**config.mk**
```make
export PLATFORM = sky130hd
export DESIGN_NAME = rpb_param_bank
export DESIGN_NICKNAME = d
export VERILOG_FILES = /design/src/include/rpb_pkg.sv /design/src/hw/rpb_tick_timer.sv /design/src/hw/rpb_param_bank.sv
export SDC_FILE = /design/constraint.sdc
export NUM_CORES = 1
export LEC_CHECK = 0
export BUFFER_PORTS_ARGS = -buffer_cell sky130_fd_sc_hd__buf_2
export CORE_MARGIN = 4
export CORE_UTILIZATION = 40
export CTS_CLUSTER_DIAMETER = 80
export CTS_CLUSTER_SIZE = 14
export DETAILED_ROUTE_END_ITERATION = 12
export PLACE_DENSITY_LB_ADDON = 0.12
export SYNTH_ARGS = -nofsm -noshare
export SYNTH_HDL_FRONTEND = slang
export SYNTH_SLANG_ARGS = --single-unit
```
**constraint.sdc**
```tcl
create_clock -name core_clk -period 2 [get_ports core_clk]
set_input_delay 0 -clock core_clk [delete_from_list [all_inputs] [get_ports core_clk]]
set_output_delay 0 -clock core_clk [all_outputs]
set_load 0.1 [all_outputs]
```
**src/include/rpb_pkg.sv**
```systemverilog
// rpb_pkg: constants and carriers for the radio parameter bank
// Summary of operation
// - code 1C reads one byte, last packet strength, 06 to 36, read-only
// - larger signal-level values mean stronger reception; 36 is very strong
// - line-two-function code 16 selects 0 off, 1 binary programming, 2 RTS
// - RTS and binary programming stay off unless that value is written
// - stop-bit code 36: 0 gives one stop bit, 1 gives two
// - code 25 reads the upper serial number word; writes refused
// - code 26 reads the lower serial number word; read-only
// - serial number and idle time reads return two bytes, the other parameters one
// - sleep code 01 takes 0, 1, or 3 to 8 for 0.5 to 16 s cycles
// - sleep setting resets to 0, device stays awake
// - cyclic setting wakes the device each time its interval elapses
// - initializer seen while awake: synchronise, accept data once it ends
// - no initializer in the wake period: sleep again and keep cycling
// - idle time counts 100 ms units, default 64, then low power when sleep is cyclic (3 to 8)
package rpb_pkg;
   localparam logic [7:0] CODE_SLEEP = 8'h01;
   localparam logic [7:0] CODE_IDLE = 8'h02;
   localparam logic [7:0] CODE_LINE = 8'h16;
   localparam logic [7:0] CODE_RSSI = 8'h1C;
   localparam logic [7:0] CODE_SN_UP = 8'h25;
   localparam logic [7:0] CODE_SN_LO = 8'h26;
   localparam logic [7:0] CODE_STOP = 8'h36;
   localparam logic [7:0] SLEEP_RST = 8'h00;
   localparam logic [7:0] LINE_RST = 8'h00;
   localparam logic [7:0] STOP_RST = 8'h00;
   localparam logic [7:0] RSSI_RST = 8'h06;
   localparam logic [15:0] IDLE_RST = 16'h0064;
   localparam logic [15:0] IDLE_MIN = 16'h0010;
   localparam logic [7:0] RSSI_MIN = 8'h06;
   localparam logic [7:0] RSSI_MAX = 8'h36;
   localparam logic [7:0] SLEEP_OFF = 8'h00;
   localparam logic [7:0] SLEEP_PIN = 8'h01;
   localparam logic [7:0] SLEEP_CYC_FIRST = 8'h03;
   localparam logic [7:0] SLEEP_CYC_LAST = 8'h08;
   localparam logic [7:0] LINE_OFF = 8'h00;
   localparam logic [7:0] LINE_BINPROG = 8'h01;
   localparam logic [7:0] LINE_RTS = 8'h02;
   localparam logic [7:0] STOP_MAX = 8'h01;
   localparam logic [1:0] BYTES_ONE = 2'h1;
   localparam logic [1:0] BYTES_TWO = 2'h2;
   localparam int CLK_HZ = 100_000_000;
   localparam int TICK_MS = 100;
   localparam int TICK_CYCLES = CLK_HZ / 1000 * TICK_MS;
   localparam int WAKE_MS_BASE = 500;
   localparam logic [7:0] WAKE_TICKS_BASE = 8'(WAKE_MS_BASE / TICK_MS);
   localparam logic [7:0] LISTEN_TICKS_DEF = 8'h01;

   typedef struct packed {
      logic [7:0] code;
      logic write;
      logic [15:0] data;
   } rpb_cmd_s;

   typedef struct packed {
      logic [15:0] data;
      logic [1:0] bytes;
      logic error;
   } rpb_rsp_s;

   typedef enum logic [3:0] {
      PH_AWAKE = 4'b0001,
      PH_DOZE = 4'b0010,
      PH_LISTEN = 4'b0100,
      PH_SYNC = 4'b1000
   } rpb_state_e;
endpackage

```
**src/hw/rpb_tick_timer.sv**
```systemverilog
// rpb_tick_timer: down-counter of slow ticks with an expiry pulse
`timescale 1ns/10ps
module rpb_tick_timer #(
   parameter int W = 8
) (
   input wire logic core_clk,
   input wire logic arst_n,
   input wire logic load,
   input wire logic [W-1:0] loadVal,
   input wire logic tickEn,
   output logic expired
);
   logic [W-1:0] cnt_reg;

   always_ff @(posedge core_clk or negedge arst_n) begin
      if (!arst_n) begin
         cnt_reg <= '0;
      end else if (load) begin
         cnt_reg <= loadVal;
      end else if (tickEn && cnt_reg != '0) begin
         cnt_reg <= cnt_reg - 1'b1;
      end
   end

   // registered so the consumer sees a clean one-cycle pulse
   always_ff @(posedge core_clk or negedge arst_n) begin
      if (!arst_n) begin
         expired <= 1'b0;
      end else begin
         expired <= !load && tickEn && cnt_reg == W'(1);
      end
   end
endmodule

```
**src/hw/rpb_param_bank.sv**
```systemverilog
// rpb_param_bank: parameter bank with serial framing and sleep control
`timescale 1ns/10ps
module rpb_param_bank
   import rpb_pkg::*;
#(
   parameter int TICK_CYC = TICK_CYCLES,
   parameter logic [7:0] LISTEN_TICKS = LISTEN_TICKS_DEF,
   // serial number words: arbitrary values, set per unit
   parameter logic [15:0] SERIAL_UPPER = 16'h0A0B,
   parameter logic [15:0] SERIAL_LOWER = 16'h0C0D
) (
   input wire logic core_clk,
   input wire logic arst_n,
   input wire logic cmdValid,
   input wire rpb_cmd_s cmd,
   output logic rspValid,
   output rpb_rsp_s rsp,
   input wire logic rssiValid,
   input wire logic [7:0] rssiRaw,
   input wire logic activity,
   input wire logic sleepPin,
   input wire logic initDetect,
   input wire logic initDone,
   output logic rtsFlowEn,
   output logic binProgEn,
   output logic twoStopBits,
   output logic lowPower,
   output logic listening,
   output logic acceptData
);
   localparam int TW = $clog2(TICK_CYC + 1);

   logic [7:0] sleep_reg;
   logic [7:0] line_reg;
   logic [7:0] stop_reg;
   logic [7:0] rssi_reg;
   logic [15:0] idle_reg;
   rpb_state_e state_reg;
   rpb_state_e state_next;
   logic [TW-1:0] tick_reg;
   logic tickEn;
   logic isCyclic;
   logic [2:0] cycShift;
   logic [7:0] cycVal;
   logic cycLoad;
   logic cycExpired;
   logic idleLoad;
   logic idleExpired;
   logic wrHit;
   logic rdHit;

   assign wrHit = cmdValid && cmd.write;
   assign rdHit = cmdValid && !cmd.write;

   // slow 100 ms tick for every sleep-related count
   always_ff @(posedge core_clk or negedge arst_n) begin
      if (!arst_n) begin
         tick_reg <= '0;
      end else if (tick_reg == TW'(TICK_CYC - 1)) begin
         tick_reg <= '0;
      end else begin
         tick_reg <= tick_reg + 1'b1;
      end
   end

   assign tickEn = tick_reg == TW'(TICK_CYC - 1);

   // sleep setting: 2 and values above 8 are refused
   always_ff @(posedge core_clk or negedge arst_n) begin
      if (!arst_n) begin
         sleep_reg <= SLEEP_RST;
      end else if (wrHit && cmd.code == CODE_SLEEP &&
                   cmd.data <= 16'(SLEEP_CYC_LAST) &&
                   cmd.data != 16'h0002) begin
         sleep_reg <= cmd.data[7:0];
      end
   end

   always_ff @(posedge core_clk or negedge arst_n) begin
      if (!arst_n) begin
         line_reg <= LINE_RST;
      end else if (wrHit && cmd.code == CODE_LINE &&
                   cmd.data <= 16'(LINE_RTS)) begin
         line_reg <= cmd.data[7:0];
      end
   end

   always_ff @(posedge core_clk or negedge arst_n) begin
      if (!arst_n) begin
         stop_reg <= STOP_RST;
      end else if (wrHit && cmd.code == CODE_STOP &&
                   cmd.data <= 16'(STOP_MAX)) begin
         stop_reg <= cmd.data[7:0];
      end
   end

   // idle time below its floor would sleep almost at once, so it is refused
   always_ff @(posedge core_clk or negedge arst_n) begin
      if (!arst_n) begin
         idle_reg <= IDLE_RST;
      end else if (wrHit && cmd.code == CODE_IDLE &&
                   cmd.data >= IDLE_MIN) begin
         idle_reg <= cmd.data;
      end
   end

   // strength held clamped, so a reading never leaves the legal band
   always_ff @(posedge core_clk or negedge arst_n) begin
      if (!arst_n) begin
         rssi_reg <= RSSI_RST;
      end else if (rssiValid) begin
         if (rssiRaw < RSSI_MIN) begin
            rssi_reg <= RSSI_MIN;
         end else if (rssiRaw > RSSI_MAX) begin
            rssi_reg <= RSSI_MAX;
         end else begin
            rssi_reg <= rssiRaw;
         end
      end
   end

   // line-two roles only when the host selected them
   always_ff @(posedge core_clk or negedge arst_n) begin
      if (!arst_n) begin
         rtsFlowEn <= 1'b0;
         binProgEn <= 1'b0;
         twoStopBits <= 1'b0;
      end else begin
         rtsFlowEn <= line_reg == LINE_RTS;
         binProgEn <= line_reg == LINE_BINPROG;
         twoStopBits <= stop_reg == STOP_MAX;
      end
   end

   // answer one cycle after each command; unknown codes are errors
   always_ff @(posedge core_clk or negedge arst_n) begin
      if (!arst_n) begin
         rspValid <= 1'b0;
         rsp <= '0;
      end else begin
         rspValid <= cmdValid;
         if (cmdValid) begin
            rsp.data <= 16'h0000;
            rsp.bytes <= BYTES_ONE;
            rsp.error <= 1'b0;
            if (cmd.code == CODE_SLEEP) begin
               rsp.data <= 16'(sleep_reg);
               rsp.error <= cmd.write && (cmd.data > 16'(SLEEP_CYC_LAST) ||
                                          cmd.data == 16'h0002);
            end else if (cmd.code == CODE_IDLE) begin
               rsp.data <= idle_reg;
               rsp.bytes <= BYTES_TWO;
               rsp.error <= cmd.write && cmd.data < IDLE_MIN;
            end else if (cmd.code == CODE_LINE) begin
               rsp.data <= 16'(line_reg);
               rsp.error <= cmd.write && cmd.data > 16'(LINE_RTS);
            end else if (cmd.code == CODE_STOP) begin
               rsp.data <= 16'(stop_reg);
               rsp.error <= cmd.write && cmd.data > 16'(STOP_MAX);
            end else if (cmd.code == CODE_RSSI) begin
               rsp.data <= 16'(rssi_reg);
               rsp.error <= cmd.write;
            end else if (cmd.code == CODE_SN_UP) begin
               rsp.data <= SERIAL_UPPER;
               rsp.bytes <= BYTES_TWO;
               rsp.error <= cmd.write;
            end else if (cmd.code == CODE_SN_LO) begin
               rsp.data <= SERIAL_LOWER;
               rsp.bytes <= BYTES_TWO;
               rsp.error <= cmd.write;
            end else begin
               rsp.error <= 1'b1;
            end
         end
      end
   end

   assign isCyclic = sleep_reg >= SLEEP_CYC_FIRST &&
                     sleep_reg <= SLEEP_CYC_LAST;
   assign cycShift = 3'(sleep_reg - SLEEP_CYC_FIRST);

   // interval doubles per step: 0.5 s at 3 up to 16 s at 8
   always_comb begin
      cycLoad = 1'b0;
      cycVal = WAKE_TICKS_BASE << cycShift;
      if (state_reg != PH_DOZE && state_next == PH_DOZE) begin
         cycLoad = 1'b1;
      end else if (state_reg == PH_DOZE && state_next == PH_LISTEN) begin
         cycLoad = 1'b1;
         cycVal = LISTEN_TICKS;
      end else if (state_reg == PH_LISTEN && state_next == PH_DOZE) begin
         cycLoad = 1'b1;
      end
   end

   // held in reload while not awake, so counting restarts on each wake
   assign idleLoad = state_reg != PH_AWAKE || activity ||
                     (wrHit && cmd.code == CODE_IDLE);

   rpb_tick_timer #(
      .W(8)
   ) u_cycle_timer (
      .core_clk(core_clk),
      .arst_n(arst_n),
      .load(cycLoad),
      .loadVal(cycVal),
      .tickEn(tickEn),
      .expired(cycExpired)
   );

   rpb_tick_timer #(
      .W(16)
   ) u_idle_timer (
      .core_clk(core_clk),
      .arst_n(arst_n),
      .load(idleLoad),
      .loadVal(idle_reg),
      .tickEn(tickEn),
      .expired(idleExpired)
   );

   always_comb begin
      state_next = state_reg;
      case (state_reg)
         PH_AWAKE: begin
            if (sleep_reg == SLEEP_PIN && sleepPin) begin
               state_next = PH_DOZE;
            end else if (isCyclic && idleExpired && !activity) begin
               state_next = PH_DOZE;
            end
         end
         PH_DOZE: begin
            if (sleep_reg == SLEEP_OFF) begin
               state_next = PH_AWAKE;
            end else if (sleep_reg == SLEEP_PIN) begin
               if (!sleepPin) begin
                  state_next = PH_AWAKE;
               end
            end else if (!isCyclic) begin
               state_next = PH_AWAKE;
            end else if (cycExpired) begin
               state_next = PH_LISTEN;
            end
         end
         PH_LISTEN: begin
            if (!isCyclic) begin
               state_next = PH_AWAKE;
            end else if (initDetect) begin
               state_next = PH_SYNC;
            end else if (cycExpired) begin
               state_next = PH_DOZE;
            end
         end
         PH_SYNC: begin
            if (initDone || sleep_reg == SLEEP_OFF) begin
               state_next = PH_AWAKE;
            end
         end
         default: begin
            state_next = PH_AWAKE;
         end
      endcase
   end

   always_ff @(posedge core_clk or negedge arst_n) begin
      if (!arst_n) begin
         state_reg <= PH_AWAKE;
      end else begin
         state_reg <= state_next;
      end
   end

   assign lowPower = state_reg == PH_DOZE;
   assign listening = state_reg == PH_LISTEN;
   assign acceptData = state_reg == PH_AWAKE;
endmodule

```
-- After elaboration in Yosys (flattened, before gate mapping)
Index checks and enable logic that the tools add are counted.
- bits in writable memories: 0
- flip-flop bits (word level): 125
- input bits: 41
- word-level logic and storage cells: 138
- bits in latches: 0
- ROM bits: 0
- memories kept: 0
- multiply operators: 0
- bitwise logic cells: 0
- reduce and logical (&&, ||, !) cells: 39
- magnitude comparators: 12
- add/subtract/negate cells: 4
- shift-type cells: 1
- divide/modulo/power cells: 0
- equal/unequal tests: 24
- muxes and demuxes: 40
- operators by type and width (kind ; number):
    $mux 16 ; 6
    $mux 8 ; 6
    $mux 4 ; 11
    $eq 8x1->1 const B ; 5
    $mux 19 ; 2
    $logic_and 1x1->1 ; 27
    $add 24x1->24 const B ; 1
    $eq 24x24->1 const B ; 1
    $eq 8x6->1 const B ; 3
    $mux 24 ; 1
    $eq 16x1->1 const B ; 1
    $eq 16x2->1 const B ; 1
    $eq 8x2->1 const B ; 2
    $eq 8x5->1 const B ; 2
    $ge 16x5->1 const B ; 1
    $gt 16x1->1 const B ; 1
    $gt 16x2->1 const B ; 1
    $gt 16x4->1 const B ; 1
    $le 16x1->1 const B ; 1
    $le 16x2->1 const B ; 1
    $le 16x4->1 const B ; 1
    $lt 16x5->1 const B ; 1
    $ne 16x2->1 const B ; 1
    $pmux 4 s4 ; 1
    23 further kinds ; 41

-- Longest topological paths before layout
- word-level depth: 15
- depth in mapped cells: 8
- gate-level depth less buffers: 7

-- By module
A second synthesis with hierarchy kept.
- cell total of the unflattened synthesis: 654
- area, all modules: 6677.7 sq um
- modules (own cells, without submodules) (module ; area each (sq um) ; cells each ; instances):
    rpb_param_bank ; 4743.3 ; 437 ; 1
    rpb_tick_timer (u_idle_timer) ; 1272.5 ; 146 ; 1
    rpb_tick_timer (u_cycle_timer) ; 661.9 ; 71 ; 1

-- Least setup slack after synthesis
No wires, ideal clock.
- path type: register to register
- start point: register state_reg[1]
- end point: register u_cycle_timer.cnt_reg[7]
- data arrival time: 4.779 ns
- buffers on the path: 0
- stages on the path, launching flop included: 7
- path slack: -2.903 ns
- period minus slack after synthesis: 4.903 ns
- required time: 1.876 ns
- library setup time: 0.124 ns
- path through: dfrtp_1 nor4b_1 a32o_1 a22oi_2 nand2_1 o31ai_1 o31a_1
- elaborated cells between the ends (all ways): 29
- classes of those cells: eq/ne (7); mux (18); reduce/logical (4)
- RTL lines (element ; RTL line ; source):
    from (decl) ; rpb_param_bank.sv:38 ; rpb_state_e state_reg;
    from (signal assigned) ; rpb_param_bank.sv:269 ; state_reg <= state_next;
    $eq 4x3->1 * ; n/a ;
    net listening ; rpb_param_bank.sv:28 ; output logic listening,
    $pmux 4 s4 ; rpb_param_bank.sv:224 ; case (state_reg)
    $eq 4x2->1 ; rpb_param_bank.sv:186, rpb_param_bank.sv:191 ;
    $logic_and 1x1->1 ; rpb_param_bank.sv:191 ; end else if (state_reg == PH_LISTEN && state_next == PH_DOZE) begin
    $mux 1 ; rpb_param_bank.sv:191 ;
    $mux 1 ; rpb_param_bank.sv:188 ; end else if (state_reg == PH_DOZE && state_next == PH_LISTEN) begin
    $mux 1 ; rpb_param_bank.sv:186 ; if (state_reg != PH_DOZE && state_next == PH_DOZE) begin
    $mux 8 or $reduce_bool 2->1 (tied branches) ; n/a ;
    to (signal assigned) ; rpb_tick_timer.sv:19 ; cnt_reg <= loadVal;
    to (signal assigned) ; rpb_tick_timer.sv:21 ; cnt_reg <= cnt_reg - 1'b1;
    to (decl) ; rpb_tick_timer.sv:13 ; logic [W-1:0] cnt_reg;
Mark *: on every way through the listed nets, which the timed path passes. The rest lies on a longest branch.
A chain may end at the register's enable or synchronous reset.

-- Worst setup path in the final report
- start point: register tick_reg[19]
- end point: register u_idle_timer.cnt_reg[1]
- cells in the longest elaborated chain, start to end: 3
- RTL lines (element ; RTL line ; source):
    from (decl) ; rpb_param_bank.sv:40 ; logic [TW-1:0] tick_reg;
    from (signal assigned) ; rpb_param_bank.sv:62 ; tick_reg <= tick_reg + 1'b1;
    $eq 24x24->1 ; rpb_param_bank.sv:66 ; assign tickEn = tick_reg == TW'(TICK_CYC - 1);
    $logic_and 1x1->1 ; rpb_tick_timer.sv:20 ; end else if (tickEn && cnt_reg != '0) begin
    $reduce_bool 2->1 (no line) ; n/a ;
    to (signal assigned) ; rpb_tick_timer.sv:19 ;
    to (signal assigned) ; rpb_tick_timer.sv:21 ;
    to (decl) ; rpb_tick_timer.sv:13 ;
Every way passes these cells.

==> metrics.yaml <==
outcome:
  violations: "setup timing"
  status: "complete, but fails checks"
critical_path:
  required_ns: 2.34
  cp_cell_sequence: "nand2_1 -> or4_4 -> nor3_4 -> buf_12 -> nand2_2 -> mux2_2 -> o21ai_2"
  cp.arrival_ns: 2.37
  cp_slowest_cell: "or4_4"
  worstSetupPathType: "reg2reg"
  critPathLaunchType: "register"
  max_stage_delay_ns: 0.54
  crit_fanout: 8
  end_kind: "register"
route:
  drt-initial-drc-count: 360
  detail_route.wirelength_mm: 16.47
  wl_per_cell_microns: 15.76
  vias: 5525
  drtAntennaViolNets: 0
  vias_per_cell: 5.287
  dr.pass1.iters: 5
  drcViolationCount: 0
logic_synthesis:
  synth_nets: 679
  synth-edff-count: 0
  synth_area_leader_cell: "dfrtp_1"
  synth_top_area_share_pct: 46.54
  synth.avg_cell_area_sq_um: 10.12
  async_flop_share_pct: 100.0
  syn_area_sq_um: 6399
  ys_seq_elements: 125
  post_synth_num_cell_types: 77
  ys_warn_count: 0
  synth_cells: 632
  yosysSeqAreaShare_pct: 49.00
  synth_ff_type: "dfrtp_1"
  netlist_top_cells_area: "dfrtp_1 (47%), mux2_2 (4.0%), xor2_1 (3.4%)"
layout:
  areaGrowthSynthToFinish_pct: 37.68
  drive_gt1_share_pct: 33.33
  nFillCells: 1370
  fin_cells: 1045
  fin_nets: 868
  largest_register_ffs: 24
  insertedDiodeCount: 0
  fin_util_pct: 57.10
  design_area_sq_um: 8810
die:
  rows: 45
  ios: 67
  dieHeight_microns: 134.5
  initial_core_util_pct: 41.48
  die_w_microns: 134.5
  coreArea_sq_um: 15430
  die_area_sq_um: 18080
sta:
  max_freq_mhz: 491.8
  fin_worst_skew_ns: 0.008203
  final-setup-viol-count: 4
  finalHoldViolCount: 0
  slew_violations: 0
  tightestPinTransition_ns: 0.5730
  setup_ws_ns: -0.03332
  rsz0062_at_grt: "true"
  fin_crit_sh_pct: 101.7
  hold_slack_ns: 0.04451
  final.min_clock_period_ns: 2.033
  slew-limit-headroom_pct: 61.71
global_route:
  grt_usage_pct: 18.68
  antenna_found_initial: 0
  grt_max_degree: 46
  first_global_vias: 5390
  grt_pass1_wl_mm: 27.14
  overflow: 0
placed_design:
  gp_congestion: 0.8406
  place_hpwl_mm: 11.92
  place_area_sq_um: 7528
  port_buffers: 66
  dp.cells: 959
cts:
  cts_buffers: 17
  cts_sinks: 125
  clkLatencyLatePin_ns: 0.42
  clk_pin_slew_worst_paths_ns: 0.05
  tritoncts: "built"
  htree_num_levels: 4
  ctsLongestPathBuffers: 2
  clock-root-buffer: "clkbuf_16"
power_and_ir_drop:
  power.density_nw_per_um2: 708.7
  ir_drop_mv: 0.5826
  power.leakage_nw: 3.989
min_path:
  min_path_type: "in2reg"
job:
  cap_violations: 0
-- worst paths after layout --
kind / end / start / depth (start not counted) / slack (ns)
setup / recovery: u_idle_timer.cnt_reg[1] / tick_reg[19] / 7 / -0.03
hold / removal: rsp[0] / cmd[16] / 3 / 0.04
setup reg to reg: u_idle_timer.cnt_reg[1] / tick_reg[19] / 7 / -0.03
hold reg to reg: tick_reg[23] / tick_reg[23] / 1 / 0.48
max in group asynchronous: idle_reg[2] / arst_n / 3 / 1.18
min in group asynchronous: tick_reg[23] / arst_n / 2 / 0.11
-- area by class of cell --
cell class / instances / area [sq um] / area share, %
clock buffer: 20 / 456.7 / 5.184
sequential: 125 / 3137 / 35.61
tap: 211 / 264.0 / 2.997
timing repair buffer: 194 / 1478 / 16.77
multi-input combinational: 465 / 3269 / 37.11
inverter: 18 / 67.56 / 0.7669
clock inverter: 12 / 137.6 / 1.562
-- metrics by stage --
stage	TNS [ns]	total power (W)	setup slack (ns)
floorplan	-5.068	0.002972	-0.5372
global placement	-0.1785	0.003182	-0.08095
global route	-1.469	0.006504	-0.1183
CTS	-0.03722	0.006320	-0.03048
detailed placement	-0.5921	0.003191	-0.1229
finish	-0.09289	0.006243	-0.03332
-- metal layers --
layer	vias to the layer above	global-route usage [%]	wire length, microns
met5	-	0	0
met4	0	5.373	220
met3	19	4.434	627
met2	115	29.02	7862
met1	2722	26.24	7764
li1	2669	-	-
-- timing repair --
item                       in CTS  in global routing
pin swaps                       8                 16
setup buffers                   5                 15
hold buffers                   33                  0
hold endpoints to repair       75                  0
cloned                          0                  1
resized for setup               6                 33
setup endpoints to repair      19                 44
-- cells in the final DEF, fill, tap and decap left out, drive strengths merged, types with 3 or more instances in the layout --
master         n
clkinv         3
a31oi          6
dfstp          6
mux2          27
nor2          46
or3            8
o22a           4
nor3b          6
clkbuf        21
o31ai          3
nand4b         3
a21oi         34
o22ai          5
nand2b         8
mux2i          5
nor3          23
dlygate4sd3   33
nor4b          4
nand2         55
nand4         15
xnor2         12
buf          160
o21ai         42
dfrtp        119
and3           5
or4            4
nand3         30
a22o           3
a221oi         4
and2          16
nor2b         19
ha             6
inv           20
xor2          25
nor4          14
nand3b         3
clkinvlp       5
-- logic make-up after synthesis --
kind of cell | count (synthesis) | synth area share (%)
buf+inv | 42 | 2.992
mux | 32 | 5.534
xor+xnor | 37 | 5.065
compound gates | 124 | 12.81
fa+ha+maj | 6 | 1.173
simple gates | 266 | 23.43
flops | 125 | 49.00
-- critical path, delay by kind of cell (launching register included) --
family	cells	cell delay, ns
AND/OR/NAND/NOR	4	1.03
flip-flops	1	0.35
multiplexers	1	0.28
buffers and inverters	1	0.18
AO/OA/AOI/OAI	1	0.11
-- cell usage after synthesis (8+ instances only) --
| cell | instances |
|---|---|
| o21ai_1 | 11 |
| nand4_1 | 14 |
| dfrtp_1 | 119 |
| xor2_1 | 25 |
| and2_1 | 16 |
| xnor2_1 | 12 |
| nor2_1 | 46 |
| a21oi_1 | 34 |
| or3_1 | 8 |
| nand3_1 | 29 |
| nand2b_1 | 8 |
| nor2b_1 | 19 |
| mux2_2 | 23 |
| nor3_1 | 19 |
| nor4_1 | 10 |
| clkbuf_1 | 12 |
| inv_1 | 17 |
| o21ai_0 | 27 |
| nand2_1 | 54 |
-- power breakdown --
group / switching, W / total, W / internal [W]
registers: 0.0000345 / 0.00261 / 0.00258
clock network: 0.00114 / 0.00304 / 0.00191
logic: 0.000398 / 0.000586 / 0.000188
total: 0.00157 / 0.00624 / 0.00467
Power figures use the tool's default switching activity.
